### config.mk
export PLATFORM = sky130hd
export DESIGN_NAME = async_serial_port
export DESIGN_NICKNAME = d
export VERILOG_FILES = /design/src/shared/serial_port_pkg.sv /design/src/rtl/enable_sync.sv /design/src/rtl/serial_tx.sv /design/src/rtl/async_serial_port.sv
export SDC_FILE = /design/constraint.sdc
export NUM_CORES = 1
export LEC_CHECK = 0
export BUFFER_PORTS_ARGS = -buffer_cell sky130_fd_sc_hd__buf_2
export CORE_AREA = 2 2 103 105
export CTS_CLUSTER_SIZE = 8
export DETAILED_ROUTE_END_ITERATION = 12
export DIE_AREA = 0 0 105 107
export HOLD_SLACK_MARGIN = 0.05
export PLACE_DENSITY = 0.73
export RECOVER_POWER = 50
export SYNTH_ARGS = -nofsm -noshare
export SYNTH_HDL_FRONTEND = slang
export SYNTH_HIERARCHICAL = 1
export SYNTH_SLANG_ARGS = --single-unit
### constraint.sdc
create_clock -name ref_clk -period 2.7 [get_ports ref_clk]
set_input_delay 0 -clock ref_clk [delete_from_list [all_inputs] [get_ports ref_clk]]
set_output_delay 0 -clock ref_clk [all_outputs]
set_load 0.005 [all_outputs]
### src/shared/serial_port_pkg.sv
// Constants and types shared by the asynchronous serial port.
`default_nettype none
package serial_port_pkg;
  // ==========================================================
  // Register addresses on the CPU memory port.
  localparam int          ADDR_W     = 16;
  localparam logic [15:0] ADDR_MODE  = 16'hff70;
  localparam logic [15:0] ADDR_RATE  = 16'hff71;
  localparam logic [15:0] ADDR_DATA  = 16'hff72;
  localparam logic [15:0] ADDR_ERR   = 16'hff73;
  // ==========================================================
  // Reset values.
  localparam logic [7:0] MODE_RESET = 8'h01;
  localparam logic [7:0] RATE_RESET = 8'h1f;
  localparam logic [7:0] RXB_RESET  = 8'hff;
  localparam logic [7:0] TXS_RESET  = 8'hff;
  localparam logic [7:0] ZERO_BYTE  = 8'h00;
  // ==========================================================
  // Field positions of the operation mode register.
  localparam int BIT_POWER = 7;
  localparam int BIT_TXE   = 6;
  localparam int BIT_RXE   = 5;
  localparam int BIT_PS_HI = 4;
  localparam int BIT_PS_LO = 3;
  localparam int BIT_CL    = 2;
  localparam int BIT_SL    = 1;
  // Field positions of the error status register.
  localparam int BIT_PE    = 2;
  localparam int BIT_FE    = 1;
  localparam int BIT_OVE   = 0;
  // Field positions of the bit rate control register.
  localparam int BIT_SRC_HI = 7;
  localparam int BIT_SRC_LO = 6;
  localparam int DIV_HI     = 4;
  localparam int DIV_W      = 5;
  localparam int CNT_W      = 6;
  localparam int PRE_W      = 5;
  // ==========================================================
  // Parity modes.
  typedef enum logic [1:0] {
    PAR_NONE = 2'b00,
    PAR_ZERO = 2'b01,
    PAR_ODD  = 2'b10,
    PAR_EVEN = 2'b11
  } parity_type;
  // Base clock sources.
  typedef enum logic [1:0] {
    SRC_TIMER = 2'b00,
    SRC_DIV2  = 2'b01,
    SRC_DIV8  = 2'b10,
    SRC_DIV32 = 2'b11
  } source_type;
  // Frame states, common to both directions.
  typedef enum logic [2:0] {
    ST_IDLE  = 3'b000,
    ST_START = 3'b001,
    ST_DATA  = 3'b010,
    ST_PAR   = 3'b011,
    ST_STOP  = 3'b100
  } frame_state_type;
  // Index of the last data bit for each length.
  localparam logic [2:0] LAST_BIT7 = 3'h6;
  localparam logic [2:0] LAST_BIT8 = 3'h7;
endpackage
`default_nettype wire

### src/rtl/enable_sync.sv
// Two-stage synchroniser of an enable bit onto the base clock tick.
`default_nettype none
module enable_sync
  import serial_port_pkg::*;
(
  input  wire logic ref_clk,
  input  wire logic clr,
  input  wire logic tick,
  input  wire logic en_in,
  output logic      en_out
);
  logic stage1_q;
  logic en_q;

  // Both stages advance only on the base clock tick.
  always_ff @(posedge ref_clk) begin
    if (clr) begin
      stage1_q <= 1'b0;
      en_q     <= 1'b0;
    end else if (tick) begin
      stage1_q <= en_in;
      en_q     <= stage1_q;
    end
  end

  assign en_out = en_q;
endmodule
`default_nettype wire

### src/rtl/serial_tx.sv
// Transmit framer: start bit, data LSB first, parity, stop bits.
`default_nettype none
module serial_tx
  import serial_port_pkg::*;
(
  input  wire logic             ref_clk,
  input  wire logic             clr,
  input  wire logic             tick,
  input  wire logic [DIV_W-1:0] divisor,
  input  wire logic [1:0]       parity,
  input  wire logic             len8,
  input  wire logic             two_stop,
  input  wire logic             start,
  input  wire logic [7:0]       data,
  output logic                  serial_out,
  output logic                  done
);
  frame_state_type  state_q;
  logic [CNT_W-1:0] cnt_q;
  logic [2:0]       idx_q;
  logic [7:0]       shift_q;
  logic             par_q;
  logic             stop2_q;
  logic             out_q;
  logic             done_q;

  wire [CNT_W-1:0] bit_len  = {divisor, 1'b0};
  wire             bit_end  = tick && (cnt_q == bit_len - CNT_W'(1));
  wire [2:0]       last_idx = len8 ? LAST_BIT8 : LAST_BIT7;
  wire [7:0]       data_m   = len8 ? data : {1'b0, data[6:0]};
  wire             par_gen  = (parity == PAR_ODD)  ? ~^data_m :
                              (parity == PAR_EVEN) ? ^data_m : 1'b0;

  always_ff @(posedge ref_clk) begin
    done_q <= 1'b0;
    if (clr) begin
      state_q <= ST_IDLE;
      cnt_q   <= '0;
      idx_q   <= '0;
      shift_q <= TXS_RESET;
      par_q   <= 1'b0;
      stop2_q <= 1'b0;
      out_q   <= 1'b1;
    end else begin
      if (tick)
        cnt_q <= bit_end ? '0 : cnt_q + CNT_W'(1);
      case (state_q)
        ST_IDLE: begin
          if (start) begin
            state_q <= ST_START;
            cnt_q   <= '0;
            idx_q   <= '0;
            shift_q <= data_m;
            par_q   <= par_gen;
            stop2_q <= two_stop;
            out_q   <= 1'b0;
          end
        end
        ST_START: begin
          if (bit_end) begin
            state_q <= ST_DATA;
            out_q   <= shift_q[0];
          end
        end
        ST_DATA: begin
          if (bit_end) begin
            shift_q <= {1'b1, shift_q[7:1]};
            idx_q   <= idx_q + 3'h1;
            if (idx_q == last_idx) begin
              state_q <= (parity == PAR_NONE) ? ST_STOP : ST_PAR;
              out_q   <= (parity == PAR_NONE) ? 1'b1 : par_q;
            end else begin
              out_q   <= shift_q[1];
            end
          end
        end
        ST_PAR: begin
          if (bit_end) begin
            state_q <= ST_STOP;
            out_q   <= 1'b1;
          end
        end
        ST_STOP: begin
          if (bit_end) begin
            if (stop2_q) begin
              stop2_q <= 1'b0;
            end else begin
              state_q <= ST_IDLE;
              done_q  <= 1'b1;
            end
          end
        end
        default: state_q <= ST_IDLE;
      endcase
    end
  end

  assign serial_out = out_q;
  assign done       = done_q;
endmodule
`default_nettype wire

### src/rtl/async_serial_port.sv
// Asynchronous serial port: CPU registers, base clock, receiver.
`default_nettype none
module async_serial_port
  import serial_port_pkg::*;
(
  input  wire logic              ref_clk,
  input  wire logic              nrst,
  input  wire logic [ADDR_W-1:0] cpu_addr,
  input  wire logic              cpu_wr,
  input  wire logic              cpu_rd,
  input  wire logic [7:0]        cpu_wdata,
  output logic      [7:0]        cpu_rdata,
  input  wire logic              timer_tick,
  input  wire logic              serial_in_pin,
  output logic                   serial_out_pin,
  output logic                   transmit_done_interrupt,
  output logic                   receive_done_interrupt,
  output logic                   receive_error_interrupt
);
  // ==========================================================
  // Registers and state.
  logic [7:0]       mode_q;
  logic [7:0]       rate_q;
  logic [7:0]       rxb_q;
  logic [7:0]       txs_q;
  logic             tx_start_q;
  logic             buf_full_q;
  logic             pe_q;
  logic             fe_q;
  logic             ove_q;
  logic [7:0]       rdata_q;
  logic [PRE_W-1:0] pre_q;
  frame_state_type  rx_state_q;
  logic [CNT_W-1:0] rx_cnt_q;
  logic [2:0]       rx_idx_q;
  logic [7:0]       rx_shift_q;
  logic             rx_par_q;
  logic             rx_done_q;
  logic             rx_err_q;

  // ==========================================================
  // Mode and rate fields.
  wire             power     = mode_q[BIT_POWER];
  wire             txe_bit   = mode_q[BIT_TXE];
  wire             rxe_bit   = mode_q[BIT_RXE];
  wire [1:0]       parity    = mode_q[BIT_PS_HI:BIT_PS_LO];
  wire             len8      = mode_q[BIT_CL];
  wire             two_stop  = mode_q[BIT_SL];
  wire [1:0]       source    = rate_q[BIT_SRC_HI:BIT_SRC_LO];
  wire [DIV_W-1:0] divisor   = rate_q[DIV_HI:0];

  wire blk_clr = !nrst || !power;

  // ==========================================================
  // Address decoding for the CPU memory port.
  wire sel_mode = (cpu_addr == ADDR_MODE);
  wire sel_rate = (cpu_addr == ADDR_RATE);
  wire sel_data = (cpu_addr == ADDR_DATA);
  wire sel_err  = (cpu_addr == ADDR_ERR);
  wire wr_mode  = cpu_wr && sel_mode;
  wire wr_rate  = cpu_wr && sel_rate;
  wire wr_txs   = cpu_wr && sel_data;
  wire rd_rxb   = cpu_rd && sel_data;
  wire rd_err   = cpu_rd && sel_err;
  wire [7:0] err_view = {5'h00, pe_q, fe_q, ove_q};

  // Read data selection; the transmit register is write-only.
  wire [7:0] rd_sel = sel_mode ? mode_q :
                      sel_rate ? rate_q :
                      sel_data ? rxb_q :
                      sel_err  ? err_view : ZERO_BYTE;

  // Mode and rate registers follow only the system reset.
  always_ff @(posedge ref_clk) begin
    if (!nrst) begin
      mode_q <= MODE_RESET;
      rate_q <= RATE_RESET;
    end else begin
      if (wr_mode)
        mode_q <= cpu_wdata;
      if (wr_rate)
        rate_q <= cpu_wdata;
    end
  end

  // Read data register, captured on a read strobe.
  always_ff @(posedge ref_clk) begin
    if (!nrst)
      rdata_q <= ZERO_BYTE;
    else if (cpu_rd)
      rdata_q <= rd_sel;
  end

  // ==========================================================
  // Base clock: prescaler and source selection.
  // The prescaler stands still while the block is off.
  always_ff @(posedge ref_clk) begin
    if (blk_clr)
      pre_q <= '0;
    else
      pre_q <= pre_q + PRE_W'(1);
  end

  wire base_tick = power && (
    (source == SRC_TIMER) ? timer_tick :
    (source == SRC_DIV2)  ? (pre_q[0] == 1'b1) :
    (source == SRC_DIV8)  ? (pre_q[2:0] == 3'h7) :
                            (pre_q == 5'h1f));

  // ==========================================================
  // Enable bits synchronised to the base clock.
  logic tx_en;
  logic rx_en;

  enable_sync tx_sync (
    .ref_clk (ref_clk),
    .clr     (blk_clr),
    .tick    (base_tick),
    .en_in   (txe_bit),
    .en_out  (tx_en)
  );

  enable_sync rx_sync (
    .ref_clk (ref_clk),
    .clr     (blk_clr),
    .tick    (base_tick),
    .en_in   (rxe_bit),
    .en_out  (rx_en)
  );

  // ==========================================================
  // Transmit register and transmitter.
  // all ones when disabled
  always_ff @(posedge ref_clk) begin
    if (blk_clr || !txe_bit) begin
      txs_q      <= TXS_RESET;
      tx_start_q <= 1'b0;
    end else begin
      tx_start_q <= wr_txs && tx_en;
      if (wr_txs)
        txs_q <= cpu_wdata;
    end
  end

  wire tx_clr = blk_clr || !tx_en;

  serial_tx tx_unit (
    .ref_clk    (ref_clk),
    .clr        (tx_clr),
    .tick       (base_tick),
    .divisor    (divisor),
    .parity     (parity),
    .len8       (len8),
    .two_stop   (two_stop),
    .start      (tx_start_q),
    .data       (txs_q),
    .serial_out (serial_out_pin),
    .done       (transmit_done_interrupt)
  );

  // ==========================================================
  // Receiver timing.
  // input high while off
  wire rxd = power ? serial_in_pin : 1'b1;

  wire [CNT_W-1:0] bit_len  = {divisor, 1'b0};
  wire [CNT_W-1:0] half_len = {1'b0, divisor};
  wire             rx_half  = base_tick && (rx_cnt_q == half_len - CNT_W'(1));
  wire             rx_bit   = base_tick && (rx_cnt_q == bit_len - CNT_W'(1));
  wire [2:0]       rx_last  = len8 ? LAST_BIT8 : LAST_BIT7;

  wire [7:0] rx_data = len8 ? rx_shift_q : {1'b0, rx_shift_q[7:1]};

  wire par_bad = (parity == PAR_ODD)  ? ~(^rx_data ^ rx_par_q) :
                 (parity == PAR_EVEN) ? (^rx_data ^ rx_par_q) : 1'b0;

  // Character completes at the middle of the first stop bit.
  wire rx_end = (rx_state_q == ST_STOP) && rx_bit;
  wire stop_bad = !rxd;

  wire rx_clr = blk_clr || !rx_en;

  // ==========================================================
  // Receiver frame sequencer.
  always_ff @(posedge ref_clk) begin
    if (rx_clr) begin
      rx_state_q <= ST_IDLE;
      rx_cnt_q   <= '0;
      rx_idx_q   <= '0;
      rx_shift_q <= ZERO_BYTE;
      rx_par_q   <= 1'b0;
    end else begin
      if (base_tick)
        rx_cnt_q <= rx_bit ? '0 : rx_cnt_q + CNT_W'(1);
      case (rx_state_q)
        ST_IDLE: begin
          if (!rxd) begin
            rx_state_q <= ST_START;
            rx_cnt_q   <= '0;
          end
        end
        ST_START: begin
          // A start bit still low at its middle is genuine.
          if (rx_half) begin
            rx_cnt_q   <= '0;
            rx_idx_q   <= '0;
            rx_state_q <= rxd ? ST_IDLE : ST_DATA;
          end
        end
        ST_DATA: begin
          if (rx_bit) begin
            rx_shift_q <= {rxd, rx_shift_q[7:1]};
            rx_idx_q   <= rx_idx_q + 3'h1;
            if (rx_idx_q == rx_last)
              rx_state_q <= (parity == PAR_NONE) ? ST_STOP : ST_PAR;
          end
        end
        ST_PAR: begin
          if (rx_bit) begin
            rx_par_q   <= rxd;
            rx_state_q <= ST_STOP;
          end
        end
        ST_STOP: begin
          if (rx_bit)
            rx_state_q <= ST_IDLE;
        end
        default: rx_state_q <= ST_IDLE;
      endcase
    end
  end

  // ==========================================================
  // Receive buffer and its full flag.
  always_ff @(posedge ref_clk) begin
    if (blk_clr) begin
      rxb_q      <= RXB_RESET;
      buf_full_q <= 1'b0;
    end else begin
      if (rx_end && !buf_full_q) begin
        rxb_q      <= rx_data;
        buf_full_q <= 1'b1;
      end else if (rd_rxb) begin
        buf_full_q <= 1'b0;
      end
    end
  end

  // ==========================================================
  // Error flags: a new error wins over a clearing read.
  wire set_pe  = rx_end && par_bad;
  wire set_fe  = rx_end && stop_bad;
  wire set_ove = rx_end && buf_full_q;

  always_ff @(posedge ref_clk) begin
    if (blk_clr || (!power && !rxe_bit)) begin
      pe_q  <= 1'b0;
      fe_q  <= 1'b0;
      ove_q <= 1'b0;
    end else begin
      pe_q  <= set_pe  || (pe_q  && !rd_err);
      fe_q  <= set_fe  || (fe_q  && !rd_err);
      ove_q <= set_ove || (ove_q && !rd_err);
    end
  end

  // Completion and error pulses toward the interrupt controller.
  always_ff @(posedge ref_clk) begin
    if (rx_clr) begin
      rx_done_q <= 1'b0;
      rx_err_q  <= 1'b0;
    end else begin
      rx_done_q <= rx_end && !buf_full_q;
      rx_err_q  <= set_pe || set_fe || set_ove;
    end
  end

  // ==========================================================
  // Outputs.
  assign cpu_rdata               = rdata_q;
  assign receive_done_interrupt  = rx_done_q;
  assign receive_error_interrupt = rx_err_q;
endmodule
`default_nettype wire

# After elaboration in Yosys (flattened, before gate mapping)
# Index checks and enable logic that the tools add are counted.
classes:
  n_addsub: 7
  n_eq_ne: 36
  mux: 63
  n_bitwise: 4
  reduce_logical: 60
op_table:
  columns: ["cell", "n"]
  rows:
  - ["16-bit == test (second input constant)", 4]
  - ["3-bit 2-to-1 mux", 19]
  - ["8-bit 2-to-1 mux", 7]
  - ["6-bit 2-to-1 mux", 8]
  - ["3-bit case mux with 5 select lines", 2]
  - ["1-bit 2-to-1 mux", 20]
  - ["1-bit logical AND", 19]
  - ["6-bit == test", 3]
  - ["2-bit inequality test (second input constant)", 8]
  - ["8-bit case mux with 2 select lines", 1]
  - ["8-bit XOR reduction", 2]
  - ["6-bit by 1-bit adder with 6-bit output (second input constant)", 2]
  - ["3-bit by 2-bit == test with 1-bit output (second input constant)", 4]
  - ["3-bit case mux with 2 select lines", 2]
  - ["6-bit case mux with 2 select lines", 1]
  - ["1-bit logical OR", 10]
  - ["2-bit by 1-bit inequality test with 1-bit output (second input constant)", 5]
  - ["3-bit == test (second input constant)", 3]
  - ["1-bit zero test", 9]
  - ["3-bit AND reduction", 3]
  - ["2-bit nonzero test", 4]
  - ["8-bit XNOR reduction", 1]
  - ["7-bit AND reduction", 1]
  - ["3-bit by 1-bit adder with 3-bit output (second input constant)", 2]
  - ["20 further kinds", 30]
totals:
  reg_bits: 101
  input_bits: 30
  wordCells: 200

# Longest topological paths before layout
# Gate-level depths: netlist of run 1.
logic_depth:
  ltp_word: 10
  depth_mapped: 15
  ltp_nobuf: 12

# Modules after synthesis
# The synthesis of run 1 kept the hierarchy.
modules_own_cells:
  columns: ["module", "n_inst", "cells_per_inst", "area_per_inst_um2", "seq_area_each_um2"]
  rows:
  - ["async_serial_port", 1, 427, 3686.0, 1461.4]
  - ["serial_tx", 1, 178, 1502.7, 480.5]
  - ["enable_sync", 2, 6, 67.6, 40.0]

# Worst setup path after synthesis of run 1
# OpenSTA, ideal clock, no wires.
synth_path:
  path_kind: "reg2reg"
  startpoint: "register pre_q[0]"
  endpoint: "register tx_unit.shift_q[1]"
  setup_time_ns: 0.129
  arrival_time_ns: 2.491
  required_ns: 2.571
  slack_ns: 0.080
  path_stages_with_launch: 15
  n_path_buf: 2
  period_less_slack_ns: 2.620
  cell_sequence: "dfxtp_1 -> ha_1 -> and3_1 -> ha_1 -> mux2i_1 -> o22a_1 -> inv_2 -> buf_2 -> nand2_1 -> nor3_1 -> nand3_1 -> o21a_1 -> buf_6 -> a2111oi_2 -> a21oi_1"
synth_via:
  elab_chain_len: 8
synth_rtl:
  columns: ["element", "line", "text"]
  rows:
  - ["start, declared", "async_serial_port.sv:32", "logic [PRE_W-1:0] pre_q;"]
  - ["start signal, assigned", "async_serial_port.sv:101", "pre_q <= pre_q + PRE_W'(1);"]
  - ["5-bit == test / 3-bit == test (equally long branches)", "async_serial_port.sv:108, async_serial_port.sv:107", null]
  - ["1-bit 2-to-1 mux", "async_serial_port.sv:107", "(source == SRC_DIV8) ? (pre_q[2:0] == 3'h7) :"]
  - ["1-bit 2-to-1 mux *", "async_serial_port.sv:106", "(source == SRC_DIV2) ? (pre_q[0] == 1'b1) :"]
  - ["1-bit 2-to-1 mux *", "async_serial_port.sv:105", "(source == SRC_TIMER) ? timer_tick :"]
  - ["1-bit logical AND *", "async_serial_port.sv:104", "wire base_tick = power && ("]
  - ["net base_tick", "async_serial_port.sv:104", null]
  - ["1-bit logical AND *", "serial_tx.sv:28", "wire bit_end = tick && (cnt_q == bit_len - CNT_W'(1));"]
  - ["2-bit by 1-bit inequality test with 1-bit output (no source line) *", null, null]
  - ["3-bit AND reduction (no source line) *", null, null]
  - ["end signal, assigned", "serial_tx.sv:53", "shift_q <= data_m;"]
  - ["end signal, assigned", "serial_tx.sv:67", "shift_q <= {1'b1, shift_q[7:1]};"]
  - ["end, declared", "serial_tx.sv:21", "logic [7:0] shift_q;"]
# Mark *: on every way through the listed nets, which the timed path passes. The rest lies on a longest branch.
# A chain may end at the register's enable or synchronous reset.

# Worst setup path after layout of run 1
layout_path:
  startpoint: "register rate_q[0]"
  endpoint: "register rx_state_q[0]"
layout_via:
  elab_chain_len: 5
layout_rtl:
  columns: ["element", "line", "text"]
  rows:
  - ["start, declared", "async_serial_port.sv:23", "logic [7:0] rate_q;"]
  - ["start signal, assigned", "async_serial_port.sv:82", "rate_q <= cpu_wdata;"]
  - ["6-bit by 1-bit subtractor with 6-bit output / 5-bit by 1-bit subtractor with 6-bit output (equally long branches)", "async_serial_port.sv:169, async_serial_port.sv:168", null]
  - ["6-bit == test (on tied branches)", "async_serial_port.sv:169, async_serial_port.sv:168", null]
  - ["1-bit logical AND (on tied branches)", "async_serial_port.sv:169, async_serial_port.sv:168", null]
  - ["2-bit inequality test (no source line)", null, null]
  - ["6-bit AND reduction (no source line) *", null, null]
  - ["end signal, assigned", "async_serial_port.sv:207", "rx_state_q <= rxd ? ST_IDLE : ST_DATA;"]
  - ["end signal, assigned", "async_serial_port.sv:215", "rx_state_q <= (parity == PAR_NONE) ? ST_STOP : ST_PAR;"]
  - ["end, declared", "async_serial_port.sv:33", "frame_state_type rx_state_q;"]
# Mark *: on every way between the ends. The rest lies on a longest branch, timed or not.

==> out/qor.txt, run 1 <==
Post-synthesis mux area share - 8.41%
Vias per inst - 5.59
Std cell rows - 37
Antenna viol nets, final - 0
CTS Root Cell - clkbuf_8
Ranking of synthesized cells by area - dfxtp_1, nand2_1, mux2i_1, xnor2_1, nor2_1
Cell variety after synth - 68
Total track usage - 22.7%
Nets - 700
Vias in the first global route - 4355
Post-Route WL - 12.4 mm
Synthesized instance count - 617
Final setup fails - 0
Top-area cell type share of the netlist area - 38.0%
Final period utilization - 94.9%
Power density cells - 409 mW/mm^2
Antenna violations before repair - 0
WL/cell - 15.5 um
Slew Limit Headroom - 35.8%
Starting DRT DRC Count - 354
Fin crit period - 2560 ps
Post-synth design cell area - 0.00532 sq mm
Status - finished, final reports clean
Clock Skews - 9.84 ps
Seq/Total Area, Yosys - 38.0%
Worst VDD drop - 0.342 mV
Post-synthesis net count - 656
Fin util - 59.5%
Detailed-route via count - 4487
DIE WIDTH - 105 um
Synthesis-to-layout area growth - 12.8%
Die Y - 107 um
Reg clk slew, reported paths - 90 ps
First-pass GRT wire length - 20.7 mm
Maximum operating frequency - 0.390 GHz
Fin worst setup slack - 138 ps
Largest net degree at the start of global routing - 30
CTS tree - built
Dpl ws - -50.0 ps
Clock buffer depth - 2
Final Wtd Congestion - 0.830
Post-synth ARST share - 0%
Max-cap viol count - 0
# DRC - 0
Synth Area in Adders - 2.12%
N_diodes - 0
Hold slack - 65.7 ps
Die Area - 0.0112 sq mm
Main combinational cell family by area after synthesis - simple AND/OR/NAND/NOR gates
H-tree levels - 3
Share of cells above drive strength 1 - 15.6%
Max-slew violation count - 0
Initial Utilization - 52.8%
Fraction of the mapped netlist area in simple logic gates - 24.3%
Io pins - 42
Post-synth EDFFs - 0
Number of fill cells - 918
Clk sink count - 101
Hold/Removal Path Class - primary input to register
RSZ-0062 raised after global routing - true
Fin Setup TNS - 0 ps
Later-pin clock latency in the skew report - 380 ps
Final hold violation count - 0
Average cell area after synthesis - 8.63 sq um
Core box area - 0.0101 sq mm
Arrival time at the worst endpoint - 2860 ps
Synthesized flop and latch total - 101
Dpl hpwl - 8.87 mm
Startpoint types - register
Static Leak - 0.00214 uW
DRT Pass-1 Iters - 5
Crit path required time - 3000 ps
Top FF cell, synth - dfxtp_1
Register Area - 0.00202 sq mm
Type of the worst setup path - register to register
Worst Tran Pin Value - 959 ps
Multi-input logic area - 0.00312 sq mm
Cell taking the most area after synthesis - dfxtp_1
Worst setup EP type - register
# port buffers - 41
Largest fanout on the critical path - 4
Post-Synth XOR/XNOR Area - 7.92%
CTS buffer count - 9
GR Overflow Total - 0
Synthesis Warnings - 6
Post-synthesis compound-gate area fraction - 14.6%
final timing paths:
kind         slack [ps]      start  cells past startpoint            end
max                 140  rate_q[0]                      8  rx_state_q[0]
min reg2reg         440   pre_q[0]                      1       pre_q[0]
min                  70       nrst                      3      rate_q[2]
max reg2reg         140  rate_q[0]                      8  rx_state_q[0]
sequential cells by signal (all words and copies together), names as in the netlist, 5 cells and up:
signal / count
rate_q: 8
txs_q: 8
rxb_q: 8
tx_unit/shift_q: 8
tx_unit/cnt_q: 6
cpu_rdata: 8
mode_q: 8
rx_cnt_q: 6
pre_q: 5
rx_shift_q: 8
final cells by class:
cell class / instances / share of cell area, %
Sequential cell: 101 / 33.7
Tap cell: 136 / 2.83
Clock inverter: 5 / 0.583
Timing Repair Buffer: 74 / 7.79
Clock buffer: 11 / 2.35
Multi-Input combinational cell: 462 / 51.9
Inverter: 13 / 0.812
what timing repair did:
| item | in CTS | in global routing |
|---|---|---|
| cloned | 0 | 1 |
| hold endpoints to repair | 32 | 0 |
| buffers inserted | 0 | 2 |
| setup endpoints to repair | 8 | 27 |
| resized for setup | 1 | 13 |
| hold buffers | 9 | 0 |
report_power, final:
| group | internal [uW] | switching [uW] | leakage, uW |
|---|---|---|---|
| Combinational | 40.9 | 36.2 | 0.00123 |
| Sequential | 1490 | 0.00621 | 0.000815 |
| Clock | 363 | 528 | 0.0000897 |
| Total | 1890 | 564 | 0.00214 |
worst max-delay path, cell delays in order, from the launching register on:
cell and delay [ps]:
dfxtp_1 360, inv_1 110, ha_1 240, nor3b_1 440, xnor2_2 220, a32oi_1 150
a311o_1 360, or4_1 470, a21oi_1 130
per-layer routing:
metal  vias to the layer above  global-route usage, %  routed length (um)
li1                       2235                      -                   -
met5                         -                      0                   0
met1                      2143                   27.6                5500
met2                        87                   40.0                6190
met4                         0                   6.48                 188
met3                        22                   5.59                 538
synth_stat cells (5+ instances only):
master,n
o21ai_0,14
or3_1,5
o211ai_1,6
nand2b_1,17
xnor2_1,29
and3_1,12
dfxtp_1,101
ha_1,9
xor2_1,14
nand3_1,26
mux2i_1,29
buf_2,7
a21oi_1,28
a2111oi_2,6
nand4_1,6
nor2b_1,15
nor2_1,46
clkbuf_1,26
nor3_1,22
mux2_2,8
a21boi_0,18
nand2_1,94
inv_1,11
kinds of logic after synthesis:
logic type,Yosys count
DFF,101
buffers and inverters,54
and+or+nand+nor,264
muxes,40
adders and majority gates,9
xor gates and xnor gates,45
AOI/OAI and AO/OA,104
through the flow:
stage          instance area [sq um]  cells  power, uW
2_1_floorplan                   5320    617       1560
3_3_place_gp                    5660    774       1590
3_5_place_dp                    5660    774       1590
4_1_cts                         5930    799       2470
5_1_grt                         6010    802       2530
6_report                        6010    802       2460
placed cells by master (no fill, tap or decap), drive strengths merged, types with 4 or more instances in the layout:
cell	n
a2111oi	8
a21boi	19
a21oi	28
and3	12
buf	54
clkbuf	21
clkinv	4
dfxtp	101
dlygate4sd3	9
ha	9
inv	13
mux2	8
mux2i	29
nand2	94
nand2b	17
nand3	26
nand4	7
nor2	46
nor2b	15
nor3	23
nor4	4
o211ai	6
o21ai	14
or3	5
xnor2	29
xor2	14
No activity file was read; power rests on OpenSTA's default activity.
==> inputs of run 2 (changes only) <==
ABC_AREA = 1   (was default)
PLACE_DENSITY = 0.74   (was 0.73)
==> run 2 against run 1 <==
Worst setup slack better by 16 ps. Global-route usage rose by 1.8 points. Fmax up 0.65%. Combinational power fell by 5.7%. Sequential power barely moved. Cell count increased by 26%. Wire length up 5.3%. Die area unchanged. Via count is 18% higher. Core utilization grew 1.1 points.
==> out/qor.txt, run 2 <==
Commonest non-fill, non-tap cell in the layout - nand2_1 (was dfxtp_1)
# DRC - 0 (unchanged)
Slew Limit Headroom - 54.3% (was 35.8%)
GR Overflow Total - 0 (unchanged)
H-tree levels - 3 (unchanged)
Setup repair bufs after CTS - 0 (unchanged)
Worst Path Buf+Inv - 5 (was 1)
Synthesis-to-layout area growth - 13.4% (was 12.8%)
Post-Route WL - 13.1 mm (was 12.4 mm)
Final hold violation count - 0 (unchanged)
RSZ-0062 raised after global routing - false (was true)
Clk sink count - 101 (unchanged)
Worst path cell trace - dlygate4sd3_1 -> clkbuf_1 -> nand2_1 -> buf_4 -> nor2_1 -> inv_1 -> a21oi_1 -> o21ai_0 -> dlygate4sd3_1 (was inv_1 -> ha_1 -> nor3b_1 -> xnor2_2 -> a32oi_1 -> a311o_1 -> or4_1 -> a21oi_1)
Cell taking the most area after synthesis - dfxtp_1 (unchanged)
Number of fill cells - 1000 (was 918)
Cell variety after synth - 43 (was 68)
Type of the worst setup path - primary input to register (was register to register)
CTS tree - built (unchanged)
Clock Skews - 9.92 ps (was 9.84 ps)
CTS Root Cell - clkbuf_8 (unchanged)
Synthesized instance count - 809 (was 617)
Detailed-route via count - 5285 (was 4487)
Met2 WL - 6.73 mm (was 6.19 mm)
DRT Pass-1 Iters - 5 (unchanged)
Seq/Total Area, Yosys - 37.5% (was 38.0%)
Vias per inst - 5.23 (was 5.59)
Maximum operating frequency - 0.393 GHz (was 0.390 GHz)
Startpoint types - primary input (was register)
Post-synth design cell area - 0.00539 sq mm (was 0.00532 sq mm)
Worst VDD drop - 0.365 mV (was 0.342 mV)
Static Leak - 0.00272 uW (was 0.00214 uW)
Power density cells - 419 mW/mm^2 (was 409 mW/mm^2)
Top cells by count, synth - nand2_1, dfxtp_1, inv_1 (was dfxtp_1, nand2_1, nor2_1)
Std cell rows - 37 (unchanged)
Final period utilization - 94.3% (was 94.9%)
Vias in the first global route - 5039 (was 4355)
Synthesis Warnings - 6 (unchanged)
Hold/Removal Path Class - primary input to register (unchanged)
Delay-heaviest family, CP - buffers and inverters (was simple AND/OR/NAND/NOR gates)
Share of cells above drive strength 1 - 10.5% (was 15.6%)
Fin Setup TNS - 0 ps (unchanged)
Die Y - 107 um (unchanged)
Final Non-Filler Cells - 1011 (was 802)
Top-area cell type share of the netlist area - 37.5% (was 38.0%)
Status - finished, final reports clean (unchanged)
Post-synth EDFFs - 0 (unchanged)
Arrival time at the worst endpoint - 2830 ps (was 2860 ps)
Met3 wire length - 515 um (was 538 um)
Final Wtd Congestion - 0.906 (was 0.830)
Io pins - 42 (unchanged)
Largest fanout on the critical path - 15 (was 4)
Routed met1 length - 5.66 mm (was 5.50 mm)
Cell with the most instances after synthesis - nand2_1 (was dfxtp_1)
Starting DRT DRC Count - 281 (was 354)
Ranking of synthesized cells by area - dfxtp_1, nand2_1, nand3_1, inv_1, nor2_1 (was dfxtp_1, nand2_1, mux2i_1, xnor2_1, nor2_1)
Largest net degree at the start of global routing - 20 (was 30)
Initial Utilization - 53.4% (was 52.8%)
Max-slew violation count - 0 (unchanged)
Max-cap viol count - 0 (unchanged)
Nets - 909 (was 700)
Dpl hpwl - 9.89 mm (was 8.87 mm)
First-pass GRT wire length - 22.5 mm (was 20.7 mm)
Slowest-stage cell, CP - dlygate4sd3_1 (was or4_1)
Crit path required time - 2990 ps (was 3000 ps)
Later-pin clock latency in the skew report - 390 ps (was 380 ps)
Top FF cell, synth - dfxtp_1 (unchanged)
DIE WIDTH - 105 um (unchanged)
Worst Tran Pin Value - 685 ps (was 959 ps)
Synthesized flop and latch total - 101 (unchanged)
Antenna viol nets, final - 0 (unchanged)
Worst setup EP type - register (unchanged)
Post-synth ARST share - 0% (unchanged)
Antenna violations before repair - 0 (unchanged)
Post-synthesis net count - 848 (was 656)
Critical Path Max Stage Delay - 560 ps (was 470 ps)
Commonest non-fill, non-tap cells in the layout - nand2_1, dfxtp_1, inv_1 (was dfxtp_1, nand2_1, nor2_1)
Final setup fails - 0 (unchanged)
N_diodes - 0 (unchanged)
Fin crit period - 2550 ps (was 2560 ps)
Clock buffer depth - 2 (unchanged)
DR top layer - met4 (unchanged)
Total track usage - 24.6% (was 22.7%)
Die Area - 0.0112 sq mm (unchanged)
Average cell area after synthesis - 6.67 sq um (was 8.63 sq um)
CTS buffer count - 9 (unchanged)
Crit path top cell by count - dlygate4sd3_1
Cell total after placement - 976 (was 774)
# port buffers - 41 (unchanged)
WL/cell - 12.9 um (was 15.5 um)
Core box area - 0.0101 sq mm (unchanged)
Reg clk slew, reported paths - 100 ps (was 90 ps)
==> run 2: per-stage QoR <==
| step | cell area [sq um] | total power, uW | setup slack (ps) | hold slack, ps | utilization (%) |
|---|---|---|---|---|---|
| 3_5_place_dp | 5730 | 1580 | 304 | 312 | 56.7 |
| 3_3_place_gp | 5730 | 1580 | 387 | 304 | 56.7 |
| 5_1_grt | 6110 | 2640 | 11.9 | 201 | 60.6 |
| 4_1_cts | 6120 | 2590 | 273 | 138 | 60.6 |
| 6_report | 6110 | 2560 | 155 | 173 | 60.6 |
| 2_1_floorplan | 5390 | 1540 | 375 | 138 | - |
==> run 2: repair_timing <==
item | CTS | global route
endpoints found under the hold margin | 35 | 0
hold buffers | 19 | 0
setup endpoints to repair | 0 | 21
resized for setup | 0 | 3
==> run 2: worst reg2reg max path, cell delays in order (launching register included) <==
cell and delay (ps):
dfxtp_2 370, ha_1 170, nand2_1 60, nor2_1 80
ha_1 140, inv_1 40, nand2_1 50, nand3_1 70
nand2_1 120, nand2_1 130, inv_1 110, nand2_1 70
inv_1 70, nand3_1 110, nor2_1 140, nand2_2 100
nand2_4 140, nand2_4 110, nand2_1 100, nand3_1 80
==> run 2: per-layer routing <==
metal	GRT usage [%]	vias to the layer above
met5	0	-
met4	6.95	0
met3	5.59	15
met2	45.5	117
met1	28.3	2437
li1	-	2716
==> run 2: report_power, final <==
group	leakage (uW)	internal, uW	total, uW	switching (uW)
Combinational	0.00181	34.1	72.6	38.5
Clock	0.000102	441	1000	560
Sequential	0.000814	1490	1490	0.00784
Total	0.00272	1960	2560	598
==> run 2: cell type report <==
class,instances,area (sq um),area share (%)
Multi-Input combinational cell,587,2890,47.3
Sequential cell,101,2020,33.1
Timing Repair Buffer,66,428,7.00
Inverter,105,397,6.49
Tap cell,136,170,2.78
Clock buffer,9,124,2.03
Clock inverter,7,80.1,1.31
==> run 2: final timing paths <==
kind | start | to | slack, ps | cells past startpoint
max | nrst | txs_q[3] | 150 | 9
min | cpu_addr[2] | tx_start_q | 170 | 5
max reg2reg | pre_q[0] | tx_unit/shift_q[3] | 310 | 19
min reg2reg | pre_q[0] | pre_q[0] | 450 | 1
==> run 2: kinds of logic after synthesis <==
logic type               count (synthesis)  synth area share (%)
AO/OA/AOI/OAI                          113                  11.6
XOR/XNOR                                25                  4.06
adder cells (fa/ha/maj)                  9                  2.09
buffers and inverters                  121                  8.96
flip-flops                             101                  37.5
AND/OR/NAND/NOR                        440                  35.8
